==> config.mk <==
export PLATFORM = sky130hd
export DESIGN_NAME = psr_status_regs
export DESIGN_NICKNAME = d
export VERILOG_FILES = /design/src/psr_status_regs.sv /design/src/psr_flag_bank.sv
export SDC_FILE = /design/constraint.sdc
export NUM_CORES = 1
export LEC_CHECK = 0
export BUFFER_PORTS_ARGS = -buffer_cell sky130_fd_sc_hd__buf_2
export CAP_MARGIN = 40
export CORE_ASPECT_RATIO = 0.8
export CORE_UTILIZATION = 49
export DETAILED_ROUTE_END_ITERATION = 10
export PLACE_DENSITY = 0.84
export SLEW_MARGIN = 30
export SYNTH_ARGS = -nofsm -noshare
export SYNTH_HDL_FRONTEND = slang
export SYNTH_SLANG_ARGS = --single-unit
==> constraint.sdc <==
create_clock -name sys_clk -period 6 [get_ports sys_clk]
set_input_delay 0.3 -clock sys_clk [delete_from_list [all_inputs] [get_ports sys_clk]]
set_output_delay 0.3 -clock sys_clk [all_outputs]
set_load 0.01 [all_outputs]
==> src/psr_status_regs.sv <==
// port overcurrent and input-event status flags plus temperature result registers

package psr_pkg;
  localparam int          PORTS     = 20;
  localparam int          LOW_W     = 16;
  localparam int          HIGH_W    = 4;
  localparam int          TEMP_W    = 12;
  localparam int          RD_W      = 16;
  localparam int          ADDR_W    = 3;
  localparam int          MODE_W    = 2;
  // read indices of the result and status words
  localparam logic [2:0]  IDX_OC_LOW   = 3'h0;
  localparam logic [2:0]  IDX_OC_HIGH  = 3'h1;
  localparam logic [2:0]  IDX_TEMP_INT = 3'h2;
  localparam logic [2:0]  IDX_TEMP_EX1 = 3'h3;
  localparam logic [2:0]  IDX_TEMP_EX2 = 3'h4;
  localparam logic [2:0]  IDX_EV_LOW   = 3'h5;
  localparam logic [2:0]  IDX_EV_HIGH  = 3'h6;
  // trigger mode codes
  localparam logic [1:0]  MODE_NEVER   = 2'h0;
  localparam logic [1:0]  MODE_RISE    = 2'h1;
  localparam logic [1:0]  MODE_FALL    = 2'h2;
  localparam logic [1:0]  MODE_BOTH    = 2'h3;
  // reset values
  localparam logic [11:0] TEMP_RST     = 12'h000;
  localparam logic [15:0] RD_RST       = 16'h0000;
  // temperature scale, thousandths of a degree per lsb
  localparam int          TEMP_LSB_MC  = 125;
endpackage : psr_pkg

module psr_status_regs #(
  parameter int PORTS = psr_pkg::PORTS
) (
  input  wire logic                  sys_clk,
  input  wire logic                  rst,
  input  wire logic [PORTS-1:0]      oc_detect,
  input  wire logic [PORTS-1:0]      gpi_pin,
  input  wire logic [PORTS-1:0]      gpi_input_en,
  input  wire logic [2*PORTS-1:0]    input_event_trigger_mode,
  input  wire logic                  temp_int_valid,
  input  wire logic [11:0]           temp_int_sample,
  input  wire logic                  temp_ex1_valid,
  input  wire logic [11:0]           temp_ex1_sample,
  input  wire logic                  temp_ex2_valid,
  input  wire logic [11:0]           temp_ex2_sample,
  input  wire logic                  irq_reg_rd,
  input  wire logic                  rd_stb,
  input  wire logic [2:0]            rd_addr,
  output logic      [15:0]           rd_data,
  output logic                       rd_ack,
  output logic                       overcurrent_summary_irq,
  output logic                       input_event_summary_irq
);

  localparam int LW = psr_pkg::LOW_W;
  localparam int HW = psr_pkg::HIGH_W;

  logic [PORTS-1:0] oc_meta_r;
  logic [PORTS-1:0] oc_sync_r;
  logic [PORTS-1:0] gpi_meta_r;
  logic [PORTS-1:0] gpi_sync_r;
  logic [PORTS-1:0] gpi_prev_r;
  logic [PORTS-1:0] gpi_rise;
  logic [PORTS-1:0] gpi_fall;
  logic [PORTS-1:0] gpi_evt;
  logic [PORTS-1:0] driver_overcurrent_flags;
  logic [PORTS-1:0] input_event_flags;
  logic             oc_low_rd;
  logic             oc_high_rd;
  logic             ev_low_rd;
  logic             ev_high_rd;
  logic             oc_armed;
  logic             ev_armed;
  logic [11:0]      internal_temperature_result_r;
  logic [11:0]      external_temperature_one_result_r;
  logic [11:0]      external_temperature_two_result_r;
  logic [15:0]      rd_data_nxt;
  logic [15:0]      rd_data_r;
  logic             rd_ack_r;

  ////////////////////////////////////////////////////////////////////////////
  // detector and pin levels are asynchronous: two flops before any use
  always_ff @(posedge sys_clk or posedge rst) begin
    if (rst) begin
      oc_meta_r <= '0;
      oc_sync_r <= '0;
    end else begin
      oc_meta_r <= oc_detect;
      oc_sync_r <= oc_meta_r;
    end
  end

  always_ff @(posedge sys_clk or posedge rst) begin
    if (rst) begin
      gpi_meta_r <= '0;
      gpi_sync_r <= '0;
    end else begin
      gpi_meta_r <= gpi_pin;
      gpi_sync_r <= gpi_meta_r;
    end
  end

  // previous synchronised level for edge finding
  always_ff @(posedge sys_clk or posedge rst) begin
    if (rst) begin
      gpi_prev_r <= '0;
    end else begin
      gpi_prev_r <= gpi_sync_r;
    end
  end

  ////////////////////////////////////////////////////////////////////////////
  // edge classification per port
  assign gpi_rise = gpi_sync_r & ~gpi_prev_r;
  assign gpi_fall = ~gpi_sync_r & gpi_prev_r;

  for (genvar i = 0; i < PORTS; i++) begin : g_evt
    logic [1:0] md;
    assign md = input_event_trigger_mode[2*i +: psr_pkg::MODE_W];
    assign gpi_evt[i] = gpi_input_en[i] &&
                        (((md == psr_pkg::MODE_RISE) && gpi_rise[i]) ||
                         ((md == psr_pkg::MODE_FALL) && gpi_fall[i]) ||
                         ((md == psr_pkg::MODE_BOTH) && (gpi_rise[i] || gpi_fall[i])));
  end

  ////////////////////////////////////////////////////////////////////////////
  // status-half read strobes feeding the clear sequences
  assign oc_low_rd  = rd_stb && (rd_addr == psr_pkg::IDX_OC_LOW);
  assign oc_high_rd = rd_stb && (rd_addr == psr_pkg::IDX_OC_HIGH);
  assign ev_low_rd  = rd_stb && (rd_addr == psr_pkg::IDX_EV_LOW);
  assign ev_high_rd = rd_stb && (rd_addr == psr_pkg::IDX_EV_HIGH);

  psr_flag_bank #(
    .N         (PORTS)
  ) u_oc_bank (
    .sys_clk   (sys_clk),
    .rst       (rst),
    .set_evt   (oc_sync_r),
    .irq_rd    (irq_reg_rd),
    .low_rd    (oc_low_rd),
    .high_rd   (oc_high_rd),
    .flags     (driver_overcurrent_flags),
    .seq_armed (oc_armed)
  );

  psr_flag_bank #(
    .N         (PORTS)
  ) u_ev_bank (
    .sys_clk   (sys_clk),
    .rst       (rst),
    .set_evt   (gpi_evt),
    .irq_rd    (irq_reg_rd),
    .low_rd    (ev_low_rd),
    .high_rd   (ev_high_rd),
    .flags     (input_event_flags),
    .seq_armed (ev_armed)
  );

  assign overcurrent_summary_irq = |driver_overcurrent_flags;
  assign input_event_summary_irq = |input_event_flags;

  ////////////////////////////////////////////////////////////////////////////
  // internal sample
  always_ff @(posedge sys_clk or posedge rst) begin
    if (rst) begin
      internal_temperature_result_r <= psr_pkg::TEMP_RST;
    end else if (temp_int_valid) begin
      internal_temperature_result_r <= temp_int_sample;
    end
  end

  always_ff @(posedge sys_clk or posedge rst) begin
    if (rst) begin
      external_temperature_one_result_r <= psr_pkg::TEMP_RST;
    end else if (temp_ex1_valid) begin
      external_temperature_one_result_r <= temp_ex1_sample;
    end
  end

  always_ff @(posedge sys_clk or posedge rst) begin
    if (rst) begin
      external_temperature_two_result_r <= psr_pkg::TEMP_RST;
    end else if (temp_ex2_valid) begin
      external_temperature_two_result_r <= temp_ex2_sample;
    end
  end

  ////////////////////////////////////////////////////////////////////////////
  // read mux; unused upper bits and unmapped indices read as zero
  always_comb begin
    rd_data_nxt = psr_pkg::RD_RST;
    unique case (rd_addr)
      psr_pkg::IDX_OC_LOW:   rd_data_nxt = driver_overcurrent_flags[LW-1:0];
      psr_pkg::IDX_OC_HIGH:  rd_data_nxt = {12'h000, driver_overcurrent_flags[PORTS-1:LW]};
      // raw two's complement, no sign extension
      psr_pkg::IDX_TEMP_INT: rd_data_nxt = {4'h0, internal_temperature_result_r};
      psr_pkg::IDX_TEMP_EX1: rd_data_nxt = {4'h0, external_temperature_one_result_r};
      psr_pkg::IDX_TEMP_EX2: rd_data_nxt = {4'h0, external_temperature_two_result_r};
      psr_pkg::IDX_EV_LOW:   rd_data_nxt = input_event_flags[LW-1:0];
      psr_pkg::IDX_EV_HIGH:  rd_data_nxt = {12'h000, input_event_flags[PORTS-1:LW]};
      default:               rd_data_nxt = psr_pkg::RD_RST;
    endcase
  end

  // data captured at the read edge shows flags from before any clear
  always_ff @(posedge sys_clk or posedge rst) begin
    if (rst) begin
      rd_data_r <= psr_pkg::RD_RST;
    end else if (rd_stb) begin
      rd_data_r <= rd_data_nxt;
    end
  end

  // one-cycle acknowledge after each read strobe
  always_ff @(posedge sys_clk or posedge rst) begin
    if (rst) begin
      rd_ack_r <= 1'b0;
    end else begin
      rd_ack_r <= rd_stb;
    end
  end

  assign rd_data = rd_data_r;
  assign rd_ack  = rd_ack_r;

  ////////////////////////////////////////////////////////////////////////////
  // checks

  a_oc_sets_flag: assert property (
    @(posedge sys_clk) disable iff (rst)
    oc_detect[0] ##1 oc_detect[0] ##1 oc_detect[0] |=> driver_overcurrent_flags[0])
    else $error("overcurrent detection did not set flag");

  a_rise_sets_event: assert property (
    @(posedge sys_clk) disable iff (rst)
    (gpi_rise[1] && gpi_input_en[1] &&
     input_event_trigger_mode[3:2] == psr_pkg::MODE_RISE) |=> input_event_flags[1])
    else $error("rising edge did not set event flag");

  a_never_mode_quiet: assert property (
    @(posedge sys_clk) disable iff (rst)
    (input_event_trigger_mode[1:0] == psr_pkg::MODE_NEVER) |-> !gpi_evt[0])
    else $error("mode 00 produced an event");

  a_disabled_port_quiet: assert property (
    @(posedge sys_clk) disable iff (rst)
    !gpi_input_en[5] |-> !gpi_evt[5])
    else $error("event on a port not configured as input");

  a_temp_whole_load: assert property (
    @(posedge sys_clk) disable iff (rst)
    temp_int_valid |=> (internal_temperature_result_r == $past(temp_int_sample)))
    else $error("internal temperature not loaded whole");

  a_temp_holds: assert property (
    @(posedge sys_clk) disable iff (rst)
    !temp_ex1_valid |=> $stable(external_temperature_one_result_r))
    else $error("temperature result changed without sample");

  a_oc_summary: assert property (
    @(posedge sys_clk) disable iff (rst)
    $rose(driver_overcurrent_flags[PORTS-1]) |-> overcurrent_summary_irq)
    else $error("overcurrent summary missed a flag");

  a_rd_high_data: assert property (
    @(posedge sys_clk) disable iff (rst)
    (rd_stb && rd_addr == psr_pkg::IDX_EV_HIGH) |=>
      (rd_ack && rd_data == {12'h000, $past(input_event_flags[PORTS-1:LW])}))
    else $error("event high half read wrong");

  a_temp_zero_top: assert property (
    @(posedge sys_clk) disable iff (rst)
    (rd_stb && rd_addr == psr_pkg::IDX_TEMP_EX2) |=>
      (rd_data == {4'h0, $past(external_temperature_two_result_r)}))
    else $error("temperature read not 12-bit field");

  a_ev_needs_irq_read: assert property (
    @(posedge sys_clk) disable iff (rst)
    (!ev_armed && !irq_reg_rd) ##1 ev_high_rd |=>
      ((input_event_flags & $past(input_event_flags)) == $past(input_event_flags)))
    else $error("event flags cleared without interrupt read");

  a_fall_sets_event: assert property (
    @(posedge sys_clk) disable iff (rst)
    (gpi_fall[2] && gpi_input_en[2] &&
     input_event_trigger_mode[5:4] == psr_pkg::MODE_FALL) |=> input_event_flags[2])
    else $error("falling edge did not set event flag");

  a_both_sets_event: assert property (
    @(posedge sys_clk) disable iff (rst)
    ((gpi_rise[3] || gpi_fall[3]) && gpi_input_en[3] &&
     input_event_trigger_mode[7:6] == psr_pkg::MODE_BOTH) |=> input_event_flags[3])
    else $error("either-edge mode missed an edge");

  a_rd_oc_high: assert property (
    @(posedge sys_clk) disable iff (rst)
    (rd_stb && rd_addr == psr_pkg::IDX_OC_HIGH) |=>
      (rd_ack && rd_data == {12'h000, $past(driver_overcurrent_flags[PORTS-1:LW])}))
    else $error("overcurrent high half read wrong");

  a_rd_ev_low: assert property (
    @(posedge sys_clk) disable iff (rst)
    (rd_stb && rd_addr == psr_pkg::IDX_EV_LOW) |=>
      (rd_ack && rd_data == $past(input_event_flags[LW-1:0])))
    else $error("event low half read wrong");

  a_ext2_whole_load: assert property (
    @(posedge sys_clk) disable iff (rst)
    temp_ex2_valid |=> (external_temperature_two_result_r == $past(temp_ex2_sample)))
    else $error("second external temperature not loaded");

  a_ev_summary_idle: assert property (
    @(posedge sys_clk) disable iff (rst)
    (input_event_flags == '0) |-> !input_event_summary_irq)
    else $error("event summary set with no flag");

endmodule : psr_status_regs

==> src/psr_flag_bank.sv <==
// sticky per-port flag bank with an interrupt-read-then-both-halves clear sequence
module psr_flag_bank #(
  parameter int N = 20
) (
  input  wire logic         sys_clk,
  input  wire logic         rst,
  input  wire logic [N-1:0] set_evt,
  input  wire logic         irq_rd,
  input  wire logic         low_rd,
  input  wire logic         high_rd,
  output logic      [N-1:0] flags,
  output logic              seq_armed
);

  typedef enum logic {SEQ_IDLE, SEQ_ARMED} psr_seq_t;

  psr_seq_t     state_r;
  logic         seen_low_r;
  logic         seen_high_r;
  logic         clr_now;
  logic [N-1:0] flags_r;

  // sequence completes on the read that supplies the last missing half
  assign clr_now = (state_r == SEQ_ARMED) && !irq_rd &&
                   (seen_low_r || low_rd) && (seen_high_r || high_rd);
  assign flags     = flags_r;
  assign seq_armed = (state_r == SEQ_ARMED);

  ////////////////////////////////////////////////////////////////////////////
  // a fresh interrupt register read always restarts the sequence
  // clear sequence arming
  always_ff @(posedge sys_clk or posedge rst) begin
    if (rst) begin
      state_r <= SEQ_IDLE;
    end else begin
      unique case (state_r)
        SEQ_IDLE: begin
          if (irq_rd) state_r <= SEQ_ARMED;
        end
        SEQ_ARMED: begin
          if (clr_now) state_r <= SEQ_IDLE;
        end
      endcase
    end
  end

  // halves may be read in either order, only after the arming read
  always_ff @(posedge sys_clk or posedge rst) begin
    if (rst) begin
      seen_low_r  <= 1'b0;
      seen_high_r <= 1'b0;
    end else if (irq_rd || clr_now) begin
      seen_low_r  <= 1'b0;
      seen_high_r <= 1'b0;
    end else if (state_r == SEQ_ARMED) begin
      if (low_rd) seen_low_r <= 1'b1;
      if (high_rd) seen_high_r <= 1'b1;
    end
  end

  always_ff @(posedge sys_clk or posedge rst) begin
    if (rst) begin
      flags_r <= '0;
    end else begin
      flags_r <= (flags_r & ~{N{clr_now}}) | set_evt;
    end
  end

  a_set_wins_clear: assert property (
    @(posedge sys_clk) disable iff (rst)
    (set_evt != '0) |=> ((flags_r & $past(set_evt)) == $past(set_evt)))
    else $error("new detection lost during clear");

  a_hold_unarmed: assert property (
    @(posedge sys_clk) disable iff (rst)
    (state_r == SEQ_IDLE) |=> ((flags_r & $past(flags_r)) == $past(flags_r)))
    else $error("flag dropped without clear sequence");

  a_clear_needs_both: assert property (
    @(posedge sys_clk) disable iff (rst)
    clr_now |-> ((low_rd || seen_low_r) && (high_rd || seen_high_r)
                 && state_r == SEQ_ARMED))
    else $error("clear without both halves read");

  a_clear_takes_effect: assert property (
    @(posedge sys_clk) disable iff (rst)
    clr_now |=> (flags_r == $past(set_evt)))
    else $error("flags not cleared after sequence");

endmodule : psr_flag_bank

==> metrics <==
FF/Latch Area 4980 µm²; Remaining Overflow, GRT 0; row cnt 41; Max Cap Viol 0; vias in the first global route 5,419; DP Area 8882 µm²; largest net degree at the start of global routing 128; FF+latch count, synth 199; DP Worst Slack 3.874 ns; Syn-to-layout area delta 25.79%; hpwl dp 12.78 mm; Die Height 115.3 µm; total track usage 23.44%; Critical Path Start Type flop; post-cts repair resize count 0; clock latency on the worst-skew pair 0.43 ns; Routed WL 17.97 mm; Static Leak 0.004593 µW; Post-synth EDFFs 0; initial antenna violation count 5; RD Place Congestion 0.8439; CTS root buf clkbuf_16; outcome completed; CP Data Arrival Time 1.65 ns; setup violators final 0; drt pass-1 iters 4; Layout Nets 996; Cells after Synth 604; CP Capture Type primary output; r2r startpoint u_oc_bank.seen_high_r$_DFFE_PP0P_; Slew @ Worst Pin 0.5967 ns; Routed Antenna Nets 0; Initial Util 49.93%; minimum clock period 1.955 ns; FILL cells 1,216; HP Start gpi_input_en[19]; CP max FO 3; Die W 143.6 µm; die area 16,560 µm²; global-route wire length before repair 28.50 mm; post-route cell area 9892 µm²; Hold Path Class primary input to flop; Synth cell types 45; Fin. Hold Viols 0; Clock transition at path regs 0.07 ns; CP Data Required Time 5.70 ns; syn nets 790; Setup CP Type flop to primary output; I/O pin count 165; Synth Flop Type dfrtp_1; CTS tree built; max-slew violation count 0; Max Clock Freq 511.5 MHz; via count 5,454; VDD IR max 0.0002056 V; Port Buffers 164; Synth Area per Inst 13.02 µm²; commonest cells after routing, fill and taps aside 199 x dfrtp_1, 164 x buf_2, 53 x inv_1; RSZ-0062 raised after global routing no; wire per inst 17.28 µm; Async S/R FF share, synth 100.0%; Post-CTS Hold Fix Bufs 40; crit path from u_ev_bank.flags[12]$_DFF_PP0_; Post-Syn Area 7864 µm²; post-CTS setup buffers 0; final worst slack 4.045 ns; area of the multi-input gates 2571 µm²; Worst Skew 0.008052 ns; share of cells above drive strength 1 28.92%; H-tree lvl count 4; # clock sinks 199; core box area 15,750 µm²; sequential share of the synthesized area 63.33%; setup TNS 0 ns; DRC viols 0; Iteration-0 DRC Markers 365; via/cell ratio 5.244; CTS buffer count 17; commonest non-fill, non-tap cell in the layout dfrtp_1; Tcrit/Tclk final 32.58%; CTS max path bufs 2; worst relative slew slack 60.14%; Yosys Warn Count 0; P per Cell Area 285.7 nW/µm²
-- cell type report --
class                   count  share of cell area [%]
inverters                  55                   2.163
well taps                 215                   2.719
clock inverters            13                   1.138
diodes                      2                 0.05059
flip-flops and latches    199                   50.34
clock buffers              19                   4.478
multi-input cells         328                   25.99
repair buffers            209                   13.12
-- worst max-delay path, cell delays in order, from the launching register on --
cell and delay [ns]:
dfrtp_1 0.42, nor4_1 0.29, and3_1 0.25, nand3_1 0.11
buf_2 0.16
-- per-layer routing --
metal / global-route usage (%) / routed length (µm) / vias to the layer above
li1: - / - / 2560
met1: 32.05 / 8004 / 2680
met2: 36.86 / 8556 / 198
met3: 7.330 / 1254 / 14
met4: 5.319 / 139 / 2
met5: 0 / 13 / -
-- Yosys cell counts, drive strengths merged, types with 2 or more instances --
| library cell | n | area [µm²] |
|---|---|---|
| o2bb2ai | 4 | 35.03 |
| nand2 | 44 | 165.2 |
| and2 | 2 | 12.51 |
| nor4 | 10 | 62.56 |
| nand3b | 2 | 15.01 |
| and3 | 3 | 18.77 |
| o22ai | 14 | 87.58 |
| nand2b | 2 | 12.51 |
| a21o | 21 | 157.7 |
| o21ai | 23 | 115.1 |
| nor3 | 4 | 20.02 |
| nor2b | 4 | 25.02 |
| mux2 | 40 | 450.4 |
| clkbuf | 8 | 30.03 |
| a31oi | 3 | 18.77 |
| buf | 14 | 80.07 |
| and3b | 2 | 17.52 |
| mux2i | 12 | 120.1 |
| a22oi | 12 | 90.09 |
| dfrtp | 199 | 4980 |
| nor2 | 9 | 33.78 |
| nand3 | 4 | 20.02 |
| ha | 40 | 500.5 |
| a21oi | 4 | 20.02 |
| o211ai | 21 | 157.7 |
| o21a | 4 | 30.03 |
| a22o | 24 | 210.2 |
| a211oi | 5 | 37.54 |
| a221oi | 6 | 52.55 |
| inv | 54 | 202.7 |
-- flip-flops by register name, indices dropped and copies added, names as in the netlist, 16 cells and up --
signal	flops
gpi_meta_r	20
gpi_prev_r	20
gpi_sync_r	20
oc_meta_r	20
oc_sync_r	20
rd_data	16
u_ev_bank.flags	20
u_oc_bank.flags	20
-- final timing paths --
kind                       slack, ns                                            to  cells past startpoint
max                             4.05                       input_event_summary_irq                      4
min                             0.09                 u_ev_bank.flags[19]$_DFF_PP0_                      2
max reg2reg                     4.57                 u_oc_bank.flags[10]$_DFF_PP0_                      3
min reg2reg                     0.34                      gpi_sync_r[13]$_DFF_PP0_                      0
max in group asynchronous       4.62  internal_temperature_result_r[0]$_DFFE_PP0P_                      5
min in group asynchronous       0.40                      gpi_sync_r[16]$_DFF_PP0_                      3
-- cell families (layout without fill, tap and decap cells) --
group | count (synthesis) | in the layout | synth area share [%]
buffers and inverters | 77 | 296 | 4.025
AND/OR/NAND/NOR | 89 | 89 | 5.473
flip-flops | 199 | 199 | 63.33
AO/OA/AOI/OAI | 147 | 147 | 13.56
multiplexers | 52 | 52 | 7.255
adder cells (fa/ha/maj) | 40 | 40 | 6.364
other | 0 | 2 | 0
-- report_power, final --
| part | total [µW] | leakage, µW | switching (µW) | internal, µW |
|---|---|---|---|---|
| Sequential | 1470 | 0.00223 | 50.0 | 1420 |
| Combinational | 282 | 0.00210 | 143 | 139 |
| Clock | 1070 | 0.000269 | 519 | 555 |
| Total | 2830 | 0.00459 | 712 | 2110 |
-- per-stage QoR --
step | hold WS (ns) | util [%] | std cells | power, µW
CTS | 0.06765 | 62.47 | 1035 | 2846
global placement | 0.3317 | 56.27 | 962 | 1740
global route | 0.06717 | 62.81 | 1040 | 2944
finish | 0.09000 | 62.81 | 1040 | 2827
floorplan | 0.3312 | - | 604 | 1629
detailed placement | 0.3347 | 56.40 | 963 | 1755
No activity file was read; power rests on OpenSTA's default activity.
